--- src/hw/phy_media_pkg.sv ---
// shared constants and carriers for the media interface block
// assumes a 10 MHz ref_clk and an APB master with 32-bit data
package phy_media_pkg;

  // operating modes; the register field holds the enum order
  typedef enum logic [1:0] {MODE_GMII, MODE_MII, MODE_TBI} link_mode_e;

  // received pin bundle; in TBI the whole bundle is one code group
  typedef struct packed {
    logic       er;     // receive error, or group bit 9
    logic       dv;     // receive data valid, or group bit 8
    logic [7:0] data;   // receive data, or group bits 7..0
  } rx_pins_s;

  // transmitted pin bundle
  typedef struct packed {
    logic       en;     // transmit enable, or group bit 9
    logic       b8;     // group bit 8, TBI only
    logic       er;     // transmit error
    logic [7:0] data;   // transmit data, or group bits 7..0
  } tx_pins_s;

  // register byte addresses
  localparam logic [7:0] ADDR_CTRL   = 8'h00;
  localparam logic [7:0] ADDR_TXDATA = 8'h04;
  localparam logic [7:0] ADDR_STATUS = 8'h08;
  localparam logic [7:0] ADDR_RXDATA = 8'h0c;
  localparam logic [7:0] ADDR_CLEAR  = 8'h10;

  // control field positions
  localparam int CTRL_MODE_LSB = 0;   // two bits
  localparam int CTRL_FULL_DUP = 2;
  localparam int CTRL_LOOPBACK = 3;
  localparam int CTRL_PWR_DOWN = 4;
  localparam int CTRL_LED_LSB  = 5;   // two bits
  localparam int CTRL_LINK_UP  = 7;
  localparam int CTRL_SPD_LSB  = 8;   // two bits: 0=10M 1=100M 2=1000M
  localparam logic [9:0] CTRL_RESET = 10'h000;

  // transmit data word fields
  localparam int TXW_LAST = 10;
  localparam int TXW_ERR  = 11;

  // receive data word fields
  localparam int RXW_END  = 10;
  localparam int RXW_ODD  = 11;

  // status / clear bit positions
  localparam int ST_TX_FREE  = 0;
  localparam int ST_RX_VALID = 1;
  localparam int ST_CODE_ERR = 2;
  localparam int ST_OVERRUN  = 3;
  localparam int ST_COL_SEEN = 4;
  localparam int ST_CRS      = 5;
  localparam int ST_TX_ACT   = 6;
  localparam int ST_COL_NOW  = 7;

  // speed codes
  localparam logic [1:0] SPEED_10   = 2'h0;
  localparam logic [1:0] SPEED_100  = 2'h1;
  localparam logic [1:0] SPEED_1000 = 2'h2;

  // gigabit transmit clock: nominal rate and the divider built from ref_clk
  localparam int REF_CLK_HZ      = 10_000_000;
  localparam int GTX_NOMINAL_HZ  = 125_000_000;
  localparam int GTX_HALF_CYCLES = (REF_CLK_HZ / (2 * GTX_NOMINAL_HZ) < 1) ? 1
                                   : REF_CLK_HZ / (2 * GTX_NOMINAL_HZ);
  localparam logic [3:0] GTX_HALF_LAST = 4'(GTX_HALF_CYCLES - 1);

  // synchroniser width: tx clk, odd clk, even clk, col, crs, rx bundle
  localparam int SYNC_W = 15;

endpackage

--- src/hw/sync_bits.sv ---
// two-flop synchroniser for a bundle of asynchronous inputs
// assumes every bit is independent or sampled again downstream
`timescale 1ns/10ps
module sync_bits #(
  parameter int WIDTH = 1
) (
  input  wire logic             ref_clk,
  input  wire logic             arst_n,
  input  wire logic [WIDTH-1:0] asyncIn,
  output logic      [WIDTH-1:0] syncOut
);

  logic [WIDTH-1:0] meta;
  logic [WIDTH-1:0] next_meta;
  logic [WIDTH-1:0] next_syncOut;

  // first stage feeds only the second stage
  always_comb begin
    next_meta    = asyncIn;
    next_syncOut = meta;
  end

  always_ff @(posedge ref_clk or negedge arst_n) begin
    if (!arst_n) begin
      meta    <= '0;
      syncOut <= '0;
    end else begin
      meta    <= next_meta;
      syncOut <= next_syncOut;
    end
  end

endmodule

--- src/hw/link_indicator.sv ---
// indicator selection for the four active-low link lamps
// assumes condition inputs are already on ref_clk
`timescale 1ns/10ps
module link_indicator
  import phy_media_pkg::*;
(
  input  wire logic       ref_clk,
  input  wire logic       arst_n,
  input  wire logic       tbiMode,
  input  wire logic [1:0] selectCode,
  input  wire logic       powerDown,
  input  wire logic       linkUp,
  input  wire logic [1:0] speed,
  input  wire logic       fullDuplex,
  input  wire logic       txAct,
  input  wire logic       rxAct,
  output logic      [3:0] linkIndicatorN
);

  logic [3:0] lampOn;
  logic [3:0] next_linkIndicatorN;
  logic       act;
  logic       l10;
  logic       l100;
  logic       l1000;

  // per-code lamp table, separate for copper and TBI
  always_comb begin
    act   = txAct | rxAct;
    l10   = linkUp & (speed == SPEED_10);
    l100  = linkUp & (speed == SPEED_100);
    l1000 = linkUp & (speed == SPEED_1000);
    lampOn = 4'h0;
    if (!tbiMode) begin
      case (selectCode)
        2'h0:    lampOn = {l1000, l10, l100, act};
        2'h1:    lampOn = {1'b0, fullDuplex, linkUp, act};
        2'h2:    lampOn = {fullDuplex, rxAct, linkUp, txAct};
        // combined link/activity lamps go dark while traffic flows
        2'h3:    lampOn = {l1000 & ~act, fullDuplex, l100 & ~act, l10 & ~act};
        default: lampOn = 4'h0;
      endcase
    end else begin
      case (selectCode)
        2'h0:    lampOn = {linkUp, 1'b0, 1'b0, act};
        2'h1:    lampOn = {1'b0, fullDuplex, linkUp, act};
        2'h2:    lampOn = {fullDuplex, rxAct, linkUp, txAct};
        2'h3:    lampOn = {linkUp, fullDuplex, 1'b0, 1'b0};
        default: lampOn = 4'h0;
      endcase
    end
    next_linkIndicatorN = powerDown ? 4'hf : ~lampOn;
  end

  always_ff @(posedge ref_clk or negedge arst_n) begin
    if (!arst_n) begin
      linkIndicatorN <= 4'hf;
    end else begin
      linkIndicatorN <= next_linkIndicatorN;
    end
  end

endmodule

--- src/hw/phy_media_interface.sv ---
// MAC-side media interface: GMII, MII and TBI transmit/receive, lamps
// assumes PHY clocks are far slower than ref_clk so edges can be sampled
//
// Function
// - GMII drives continuous gigabit transmit clock; gtxClk here toggles every ref_clk cycle, 5 MHz rather than 125 MHz
// - TBI uses same transmit clock as reference
// - transmit enable spans exactly the frame
// - GMII full byte, MII low nibble
// - transmit data changes on its clock
// - TBI sends ten-bit group across pins
// - receive pins sampled at receive clock rise
// - frame data taken only while valid
// - GMII byte receive, MII low nibble
// - receive error flags coding error
// - odd groups latched on first clock
// - even groups latched on second clock
// - group bit 0 earliest, bit 9 last
// - collision ignored in full duplex
// - collision input synchronised before use
// - collision ignored in TBI mode
// - four active-low lamps, selectable meanings
// - carrier sense synchronised, ignored in TBI
// - loopback output high in TBI loopback
//
// Local design decisions: the placing of the registers and the APB slave port.
`timescale 1ns/10ps
module phy_media_interface
  import phy_media_pkg::*;
(
  input  wire logic        ref_clk,
  input  wire logic        arst_n,
  input  wire logic        psel,
  input  wire logic        penable,
  input  wire logic        pwrite,
  input  wire logic [7:0]  paddr,
  input  wire logic [31:0] pwdata,
  output logic      [31:0] prdata,
  output logic             pready,
  output logic             pslverr,
  input  wire logic        txClkIn,
  input  wire logic        oddGroupRxClock,
  input  wire logic        evenGroupRxClock,
  input  wire rx_pins_s    rxPins,
  input  wire logic        collisionIn,
  input  wire logic        carrierSenseIn,
  output logic             gtxClk,
  output tx_pins_s         txPins,
  output logic      [3:0]  linkIndicatorN,
  output logic             tenbitLoopbackFlagOut
);

  // synchronised pins and edge history
  logic [SYNC_W-1:0] syncVec;
  logic              txClkS, oddClkS, evenClkS, colS, crsS;
  rx_pins_s          rxS, rxPrev;
  logic [2:0]        clkPrev;
  logic              txClkRise, oddRise, evenRise;

  // register state
  logic [9:0]        ctrl, next_ctrl;
  logic [31:0]       next_prdata;
  logic              next_pready, next_pslverr, next_loop, fullDuplex;
  link_mode_e        mode;
  logic              wrTake, rdTake, wrTx, wrClr, rdRx, addrOk;

  // transmit state
  logic [3:0]        gtxCnt, next_gtxCnt, txHiNib, next_txHiNib;
  logic [11:0]       txHold, next_txHold;
  logic              next_gtxClk, gtxFall, txTick, txHoldValid, next_txHoldValid;
  logic              txActive, next_txActive, nibbleHi, next_nibbleHi, txLastPend, next_txLastPend;
  tx_pins_s          next_txPins;

  // receive state
  logic [11:0]       rxWord, next_rxWord, pushWord;
  logic [3:0]        rxLow, next_rxLow;
  logic              rxValid, next_rxValid, rxHalf, next_rxHalf, rxInFrame, next_rxInFrame;
  logic              codeErr, next_codeErr, overrun, next_overrun, colSeen, next_colSeen;
  logic              colEff, crsEff, pushRx;

  // all pins from the PHY cross here before anything reads them
  sync_bits #(.WIDTH(SYNC_W)) u_sync (
    .ref_clk (ref_clk),
    .arst_n  (arst_n),
    .asyncIn ({txClkIn, oddGroupRxClock, evenGroupRxClock, collisionIn, carrierSenseIn, rxPins}),
    .syncOut (syncVec)
  );

  // unpack synchronised bundle and find clock rises
  always_comb begin
    {txClkS, oddClkS, evenClkS, colS, crsS, rxS} = syncVec;
    txClkRise  = txClkS & ~clkPrev[2];
    oddRise    = oddClkS & ~clkPrev[1];
    evenRise   = evenClkS & ~clkPrev[0];
    mode       = (ctrl[CTRL_MODE_LSB +: 2] == 2'h1) ? MODE_MII
               : (ctrl[CTRL_MODE_LSB +: 2] == 2'h2) ? MODE_TBI : MODE_GMII;
    fullDuplex = ctrl[CTRL_FULL_DUP];
    colEff     = colS & ~fullDuplex & (mode != MODE_TBI);
    crsEff     = crsS & (mode != MODE_TBI);
  end

  // history registers; rxPrev holds data sampled before the clock rose,
  // so a pin that changes with the rise is not caught mid-transition
  always_ff @(posedge ref_clk or negedge arst_n) begin
    if (!arst_n) begin
      clkPrev <= 3'h0;
      rxPrev  <= '0;
    end else begin
      clkPrev <= {txClkS, oddClkS, evenClkS};
      rxPrev  <= rxS;
    end
  end

  // APB slave: zero wait states, pready answers in the first access cycle
  always_comb begin
    addrOk       = (paddr == ADDR_CTRL) | (paddr == ADDR_TXDATA) | (paddr == ADDR_STATUS)
                 | (paddr == ADDR_RXDATA) | (paddr == ADDR_CLEAR);
    wrTake       = psel & penable & pready & pwrite;
    rdTake       = psel & penable & pready & ~pwrite;
    wrTx         = wrTake & (paddr == ADDR_TXDATA);
    wrClr        = wrTake & (paddr == ADDR_CLEAR);
    rdRx         = rdTake & (paddr == ADDR_RXDATA);
    next_ctrl    = (wrTake & (paddr == ADDR_CTRL)) ? pwdata[9:0] : ctrl;
    next_pready  = psel & ~penable;
    next_pslverr = psel & ~penable & ~addrOk;
    next_prdata  = 32'h0;
    if (psel & ~penable & ~pwrite) begin
      case (paddr)
        ADDR_CTRL:   next_prdata = {22'h0, ctrl};
        ADDR_STATUS: next_prdata = {24'h0, colEff, txActive, crsEff, colSeen,
                                    overrun, codeErr, rxValid, ~txHoldValid};
        ADDR_RXDATA: next_prdata = {20'h0, rxWord};
        default:     next_prdata = 32'h0;
      endcase
    end
    next_loop = ctrl[CTRL_LOOPBACK] & (mode == MODE_TBI);
  end

  always_ff @(posedge ref_clk or negedge arst_n) begin
    if (!arst_n) begin
      ctrl                  <= CTRL_RESET;
      prdata                <= 32'h0;
      pready                <= 1'b0;
      pslverr               <= 1'b0;
      tenbitLoopbackFlagOut <= 1'b0;
    end else begin
      ctrl                  <= next_ctrl;
      prdata                <= next_prdata;
      pready                <= next_pready;
      pslverr               <= next_pslverr;
      tenbitLoopbackFlagOut <= next_loop;
    end
  end

  // transmit: gigabit clock divider, one-word holding register, pin driver
  always_comb begin
    next_gtxCnt      = (gtxCnt == GTX_HALF_LAST) ? 4'h0 : gtxCnt + 4'h1;
    next_gtxClk      = (gtxCnt == GTX_HALF_LAST) ? ~gtxClk : gtxClk;
    // data moves on the falling edge so the PHY sees it stable at the rise
    gtxFall          = (gtxCnt == GTX_HALF_LAST) & gtxClk;
    txTick           = (mode == MODE_MII) ? txClkRise : gtxFall;
    next_txHold      = txHold;
    next_txHoldValid = txHoldValid;
    next_txActive    = txActive;
    next_nibbleHi    = nibbleHi;
    next_txHiNib     = txHiNib;
    next_txLastPend  = txLastPend;
    next_txPins      = txPins;
    if (txTick) begin
      case (mode)
        MODE_TBI: begin
          // whole group at once, bit 9 on the enable pin, bit 8 on its own
          next_txPins = '{en: txHold[9], b8: txHold[8], er: 1'b0,
                          data: txHoldValid ? txHold[7:0] : 8'h00};
          if (!txHoldValid) begin
            next_txPins.en = 1'b0;
            next_txPins.b8 = 1'b0;
          end
          next_txHoldValid = 1'b0;
          next_txActive    = txHoldValid;
        end
        MODE_MII: begin
          if (nibbleHi) begin
            next_txPins   = '{en: 1'b1, b8: 1'b0, er: txPins.er, data: {4'h0, txHiNib}};
            next_nibbleHi = 1'b0;
            next_txActive = ~txLastPend;
          end else if (txHoldValid) begin
            next_txPins      = '{en: 1'b1, b8: 1'b0, er: txHold[TXW_ERR],
                                 data: {4'h0, txHold[3:0]}};
            next_txHiNib     = txHold[7:4];
            next_txLastPend  = txHold[TXW_LAST];
            next_nibbleHi    = 1'b1;
            next_txHoldValid = 1'b0;
            next_txActive    = 1'b1;
          end else begin
            next_txPins   = '0;
            next_txActive = 1'b0;
          end
        end
        default: begin
          // an empty holding register ends the frame rather than stall it
          if (txHoldValid) begin
            next_txPins      = '{en: 1'b1, b8: 1'b0, er: txHold[TXW_ERR], data: txHold[7:0]};
            next_txHoldValid = 1'b0;
            next_txActive    = ~txHold[TXW_LAST];
          end else begin
            next_txPins   = '0;
            next_txActive = 1'b0;
          end
        end
      endcase
    end
    if (wrTx & ~next_txHoldValid) begin
      next_txHold      = pwdata[11:0];
      next_txHoldValid = 1'b1;
    end
  end

  always_ff @(posedge ref_clk or negedge arst_n) begin
    if (!arst_n) begin
      gtxCnt      <= 4'h0;
      gtxClk      <= 1'b0;
      txHold      <= 12'h000;
      txHoldValid <= 1'b0;
      txActive    <= 1'b0;
      nibbleHi    <= 1'b0;
      txHiNib     <= 4'h0;
      txLastPend  <= 1'b0;
      txPins      <= '0;
    end else begin
      gtxCnt      <= next_gtxCnt;
      gtxClk      <= next_gtxClk;
      txHold      <= next_txHold;
      txHoldValid <= next_txHoldValid;
      txActive    <= next_txActive;
      nibbleHi    <= next_nibbleHi;
      txHiNib     <= next_txHiNib;
      txLastPend  <= next_txLastPend;
      txPins      <= next_txPins;
    end
  end

  // receive: sample at clock rises, assemble, flag errors and overrun
  always_comb begin
    next_rxLow     = rxLow;
    next_rxHalf    = rxHalf;
    next_rxInFrame = rxInFrame;
    pushRx         = 1'b0;
    pushWord       = 12'h000;
    if (mode == MODE_TBI) begin
      // the bundle is a group with bit 0 first on the wire and bit 9 last
      if (oddRise) begin
        pushRx   = 1'b1;
        pushWord = {1'b1, 1'b0, rxPrev.er, rxPrev.dv, rxPrev.data};
      end else if (evenRise) begin
        pushRx   = 1'b1;
        pushWord = {1'b0, 1'b0, rxPrev.er, rxPrev.dv, rxPrev.data};
      end
      next_rxInFrame = 1'b0;
    end else if (oddRise) begin
      next_rxInFrame = rxPrev.dv;
      if (rxPrev.dv) begin
        if (mode == MODE_MII) begin
          next_rxHalf = ~rxHalf;
          next_rxLow  = rxPrev.data[3:0];
          if (rxHalf) begin
            pushRx   = 1'b1;
            pushWord = {4'h0, rxPrev.data[3:0], rxLow};
          end
        end else begin
          pushRx   = 1'b1;
          pushWord = {4'h0, rxPrev.data};
        end
      end else begin
        next_rxHalf = 1'b0;
        if (rxInFrame) begin
          pushRx   = 1'b1;
          pushWord = 12'h000 | (12'h001 << RXW_END);  // end-of-frame marker word
        end
      end
    end
    next_rxWord  = pushRx ? pushWord : rxWord;
    next_rxValid = pushRx | (rxValid & ~rdRx);  // new word beats the read
    // sticky flags: a setting event wins over a clear in the same cycle
    next_codeErr = (mode != MODE_TBI & oddRise & rxPrev.dv & rxPrev.er)
                 | (codeErr & ~(wrClr & pwdata[ST_CODE_ERR]));
    next_overrun = (pushRx & rxValid & ~rdRx) | (overrun & ~(wrClr & pwdata[ST_OVERRUN]));
    next_colSeen = colEff | (colSeen & ~(wrClr & pwdata[ST_COL_SEEN]));
  end

  always_ff @(posedge ref_clk or negedge arst_n) begin
    if (!arst_n) begin
      rxWord    <= 12'h000;
      rxValid   <= 1'b0;
      rxLow     <= 4'h0;
      rxHalf    <= 1'b0;
      rxInFrame <= 1'b0;
      codeErr   <= 1'b0;
      overrun   <= 1'b0;
      colSeen   <= 1'b0;
    end else begin
      rxWord    <= next_rxWord;
      rxValid   <= next_rxValid;
      rxLow     <= next_rxLow;
      rxHalf    <= next_rxHalf;
      rxInFrame <= next_rxInFrame;
      codeErr   <= next_codeErr;
      overrun   <= next_overrun;
      colSeen   <= next_colSeen;
    end
  end

  // lamps follow software link state and live traffic
  link_indicator u_lamps (
    .ref_clk        (ref_clk),
    .arst_n         (arst_n),
    .tbiMode        (mode == MODE_TBI),
    .selectCode     (ctrl[CTRL_LED_LSB +: 2]),
    .powerDown      (ctrl[CTRL_PWR_DOWN]),
    .linkUp         (ctrl[CTRL_LINK_UP]),
    .speed          (ctrl[CTRL_SPD_LSB +: 2]),
    .fullDuplex     (fullDuplex),
    .txAct          (txActive),
    .rxAct          (rxInFrame),
    .linkIndicatorN (linkIndicatorN)
  );

endmodule

--- config.mk ---
export PLATFORM = sky130hd
export DESIGN_NAME = phy_media_interface
export DESIGN_NICKNAME = d
export VERILOG_FILES = /design/src/hw/phy_media_pkg.sv /design/src/hw/sync_bits.sv /design/src/hw/link_indicator.sv /design/src/hw/phy_media_interface.sv
export SDC_FILE = /design/constraint.sdc
export NUM_CORES = 1
export LEC_CHECK = 0
export ABC_AREA = 1
export ABC_CLOCK_PERIOD_IN_PS = 2100
export BUFFER_PORTS_ARGS = -buffer_cell sky130_fd_sc_hd__buf_2
export CAP_MARGIN = 5
export CORE_ASPECT_RATIO = 0.75
export CORE_MARGIN = 4
export CORE_UTILIZATION = 57
export CTS_BUF_LIST = sky130_fd_sc_hd__clkbuf_8
export DETAILED_ROUTE_END_ITERATION = 16
export HOLD_SLACK_MARGIN = 0.15
export PLACE_DENSITY = 0.82
export REMOVE_ABC_BUFFERS = 1
export SYNTH_ARGS = -nofsm -noshare
export SYNTH_HDL_FRONTEND = slang
export SYNTH_SLANG_ARGS = --single-unit
--- constraint.sdc ---
create_clock -name ref_clk -period 2.1 [get_ports ref_clk]
set_input_delay 0.105 -clock ref_clk [delete_from_list [all_inputs] [get_ports ref_clk]]
set_output_delay 0.105 -clock ref_clk [all_outputs]
set_load 0.05 [all_outputs]
==> results.md <==
- Syn-to-layout area delta: 22.4%
- Async S/R FF share, synth: 100%
- Post-synth top area share: between 50 and 60%
- # rows: 30
- Global-route wire length before repair: approximately 21000 µm
- Top delay family on crit path: simple AND/OR/NAND/NOR gates
- First-pass DRT Iterations: 5
- DR WL/cell: roughly 15 µm
- Initial core utilization: between 50% and 60%
- Synth warn: 0
- I/O Pins: 111
- Fraction of layout cells with a size suffix above 1: between 20 and 25%
- Clock sinks: 130
- Core Area: between 9000 and 10000 µm²
- GR Overflow Total: 0
- Worst flop-to-flop path startpoint: ctrl[1]
- Crit-path max FO: 12
- Combinational Power Share: 6.4%
- Leading cell type in the layout, fill and taps excluded: nand2_1
- Worst min path class: in -> reg
- CTS max path bufs: 2
- Root Buffer: clkbuf_8
- Seq cells post-synth: between 100 and 150
- Arr. time, crit path: approximately 2.1 ns
- Clock network power share: between 40% and 50%
- DR iter-0 viols: 360
- Hold path endpoint: pslverr
- Clock latency on the worst-skew pair: approximately 0.44 ns
- Power, Total: ~0.0053 W
- Seq/Total Area, Yosys: just under 60%
- Post-DP HPWL: between 8000 and 9000 µm
- Max-capacitance violation count: 0
- Crit share post-route: roughly 86%
- Cells after Synth: roughly 580
- Synthesized area per cell: about 9.5 µm²
- Worst Skew: 0.0147 ns
- CP most frequent cell: nand2_2
- Sw frac: between 20% and 30%
- Max-slew violation count: 0
- # H-tree levels: 4
- Final critical path time including I/O delays and setup: around 1.8 ns
- Initial antenna violation count: 0
- Reg power frac: between 40% and 50%
- Most frequent cells in the layout: 174 x nand2_1, 126 x dfrtp_1, 69 x buf_2
- LEAKAGE: between 3 and 4 nW
- NetSw: 0.00128 W
- Routed Antenna Nets: 0
- CTS tree: yes
- Worst slew pin tran: roughly 0.66 ns
- Hold Fails Final Rpt: 0
- CP Capture Type: flip-flop
- Setup TNS: 0 ns
- Number of flops mapped to enable cells by yosys: 0
- Critical-path top delay cell: dfrtp_1
- Full die area: 11300 µm²
- Avg Vias per Cell: between 5 and 6
- Die height: approximately 93 µm
- Worst Hold Launch: paddr[1]
- Fmax achieved: roughly 550 MHz
- Mapped Area: approximately 5500 µm²
- R2R Setup Slk: between 0.2 and 0.3 ns
- CP max stage delay: 0.38 ns
- Status: finished clean
- CP Launch Type: flip-flop
- Setup violations, final: 0
- Ant diodes: 0
- RSZ-0062 raised after global routing: false
- Reg2reg end: txHold[1]
- Hold Crit Depth: 5
- Setup crit start: ctrl[1]
- Die W: 121 µm
- Worst EP required: around 2.4 ns
- Relative slew slack: a little under three fifths
- Worst-path clk slew: approximately 0.080 ns
- Netlist cell types: 39
- Port-buffer cells: 70
- Vias in the first global route: roughly 4300
- Synth top area cells: dfrtp_1 58%, nand2_1 12%, nand3_1 3.8%
- VDD IR max: 0.676 mV
- Critical path buffer and inverter count: 2
- Setup Crit Path Kind: reg -> reg
- Maximum number of pins on one net before global-route repair: about 130
- Remaining routing DRC violations: 0
- Final hold slack: between 0.15 and 0.2 ns
- Final WL: ~12000 µm
- Final #Nets: 760
- Total CTS buffers: 17
- Fill count: 679
- Area leader, netlist: dfrtp_1
- Power Internal: 0.00399 W
- Power per cell area: about 800 nW/µm²
- Routed via count: approximately 4300
- Top FF cell, synth: dfrtp_1
- Cells on worst reg2reg path: 10
- Tot GR Track Use: 23.7%
- CP Cell Sequence: inv_1 -> ha_1 -> inv_4 -> nor2_1 -> nand2_1 -> nand2_2 -> nand2_2 -> nand3_4 -> nand2_2 -> nand2_1
- Placer Congestion: just under 0.9
## final cells by class
type	count	area [µm²]	share of cell area, %
clock buffers	17	234	3.49
clock inverters	15	205	3.06
repair buffers	119	821	12.2
flip-flops and latches	130	3260	48.6
multi-input cells	381	1850	27.6
inverters	47	179	2.67
well taps	128	160	2.39
## registers in the layout, summed over array words and instances (netlist names), 3 cells and up
register	count
ctrl	10
u_sync.meta	15
u_sync.syncOut	15
gtxCnt	4
clkPrev	3
txPins	11
rxLow	4
rxWord	12
prdata	12
txHiNib	4
txHold	12
rxPrev	10
u_lamps.linkIndicatorN	4
## through the flow
| stage | setup slack [ns] | instances | instance area (µm²) | util, % |
|---|---|---|---|---|
| global route | 0.141 | 837 | 6710 | 73.0 |
| detailed placement | 0.310 | 769 | 5900 | 64.1 |
| finish | 0.289 | 837 | 6710 | 73.0 |
| CTS | 0.0114 | 837 | 6700 | 72.8 |
| floorplan | 0.137 | 558 | 5280 | - |
| global placement | 0.364 | 769 | 5900 | 64.1 |
## logic make-up (layout without fill, tap and decap cells)
| logic type | Yosys count | count (layout) | share of synthesized area, % |
|---|---|---|---|
| buf+inv | 83 | 198 | 8.33 |
| flops | 130 | 130 | 59.4 |
| xor+xnor | 3 | 3 | 0.479 |
| simple gates | 295 | 295 | 24.6 |
| fa+ha+maj | 4 | 4 | 0.913 |
| compound gates | 59 | 59 | 6.16 |
| other cells | 1 | 20 | 0.0684 |
## worst max path at each step
stage	to	slack, ns	cells after the start
2_1_floorplan	rxWord[0]	0.14	9
3_3_place_gp	txHold[11]	0.36	10
3_5_place_dp	txHold[1]	0.31	10
4_1_cts	ctrl[3]	0.01	9
5_1_grt	txHold[0]	0.14	10
6_report	txHold[1]	0.29	10
## routing by layer
layer / vias to the layer above / share of wire [%] / track usage (%)
li1: 2061 / - / -
met1: 2066 / 43 / 31.5
met2: 187 / 48 / 37.9
met3: 23 / 7.2 / 5.13
met4: 0 / 1.8 / 10.2
met5: - / 0 / 0
## power by group through the flow
stage	logic, W	registers (W)	clock network, W
after floorplan	0.000153	0.00266	0
after global placement	0.000274	0.00266	0
after detailed placement	0.000283	0.00267	0
after CTS	0.000336	0.00262	0.00236
after global routing	0.000371	0.00263	0.00247
final	0.000335	0.00262	0.00232
## cell usage after synthesis, types with 6 or more instances
cell type and n:
buf_4 24, a22oi_1 11, nor3_1 6, o21ai_0 23, nand2_1 174, a21oi_1 15, inv_1 44, nand3_1 42
buf_2 8, nor2_1 29, nand2_2 15, dfrtp_1 126, nand4_1 13
## worst min-delay path, stage by stage
cell     delay, ns
buf_2         0.10
nor2_2        0.05
nand2_1       0.06
a21oi_1       0.08
nor3_1        0.14
## timing repair
action / in CTS / in global routing
endpoints found under the setup margin: 0 / 18
hold endpoints to repair: 174 / 0
hold buffers: 36 / 0
gates resized for setup: 0 / 4
buffers inserted: 0 / 1
(Power assumes the default switching activity.)
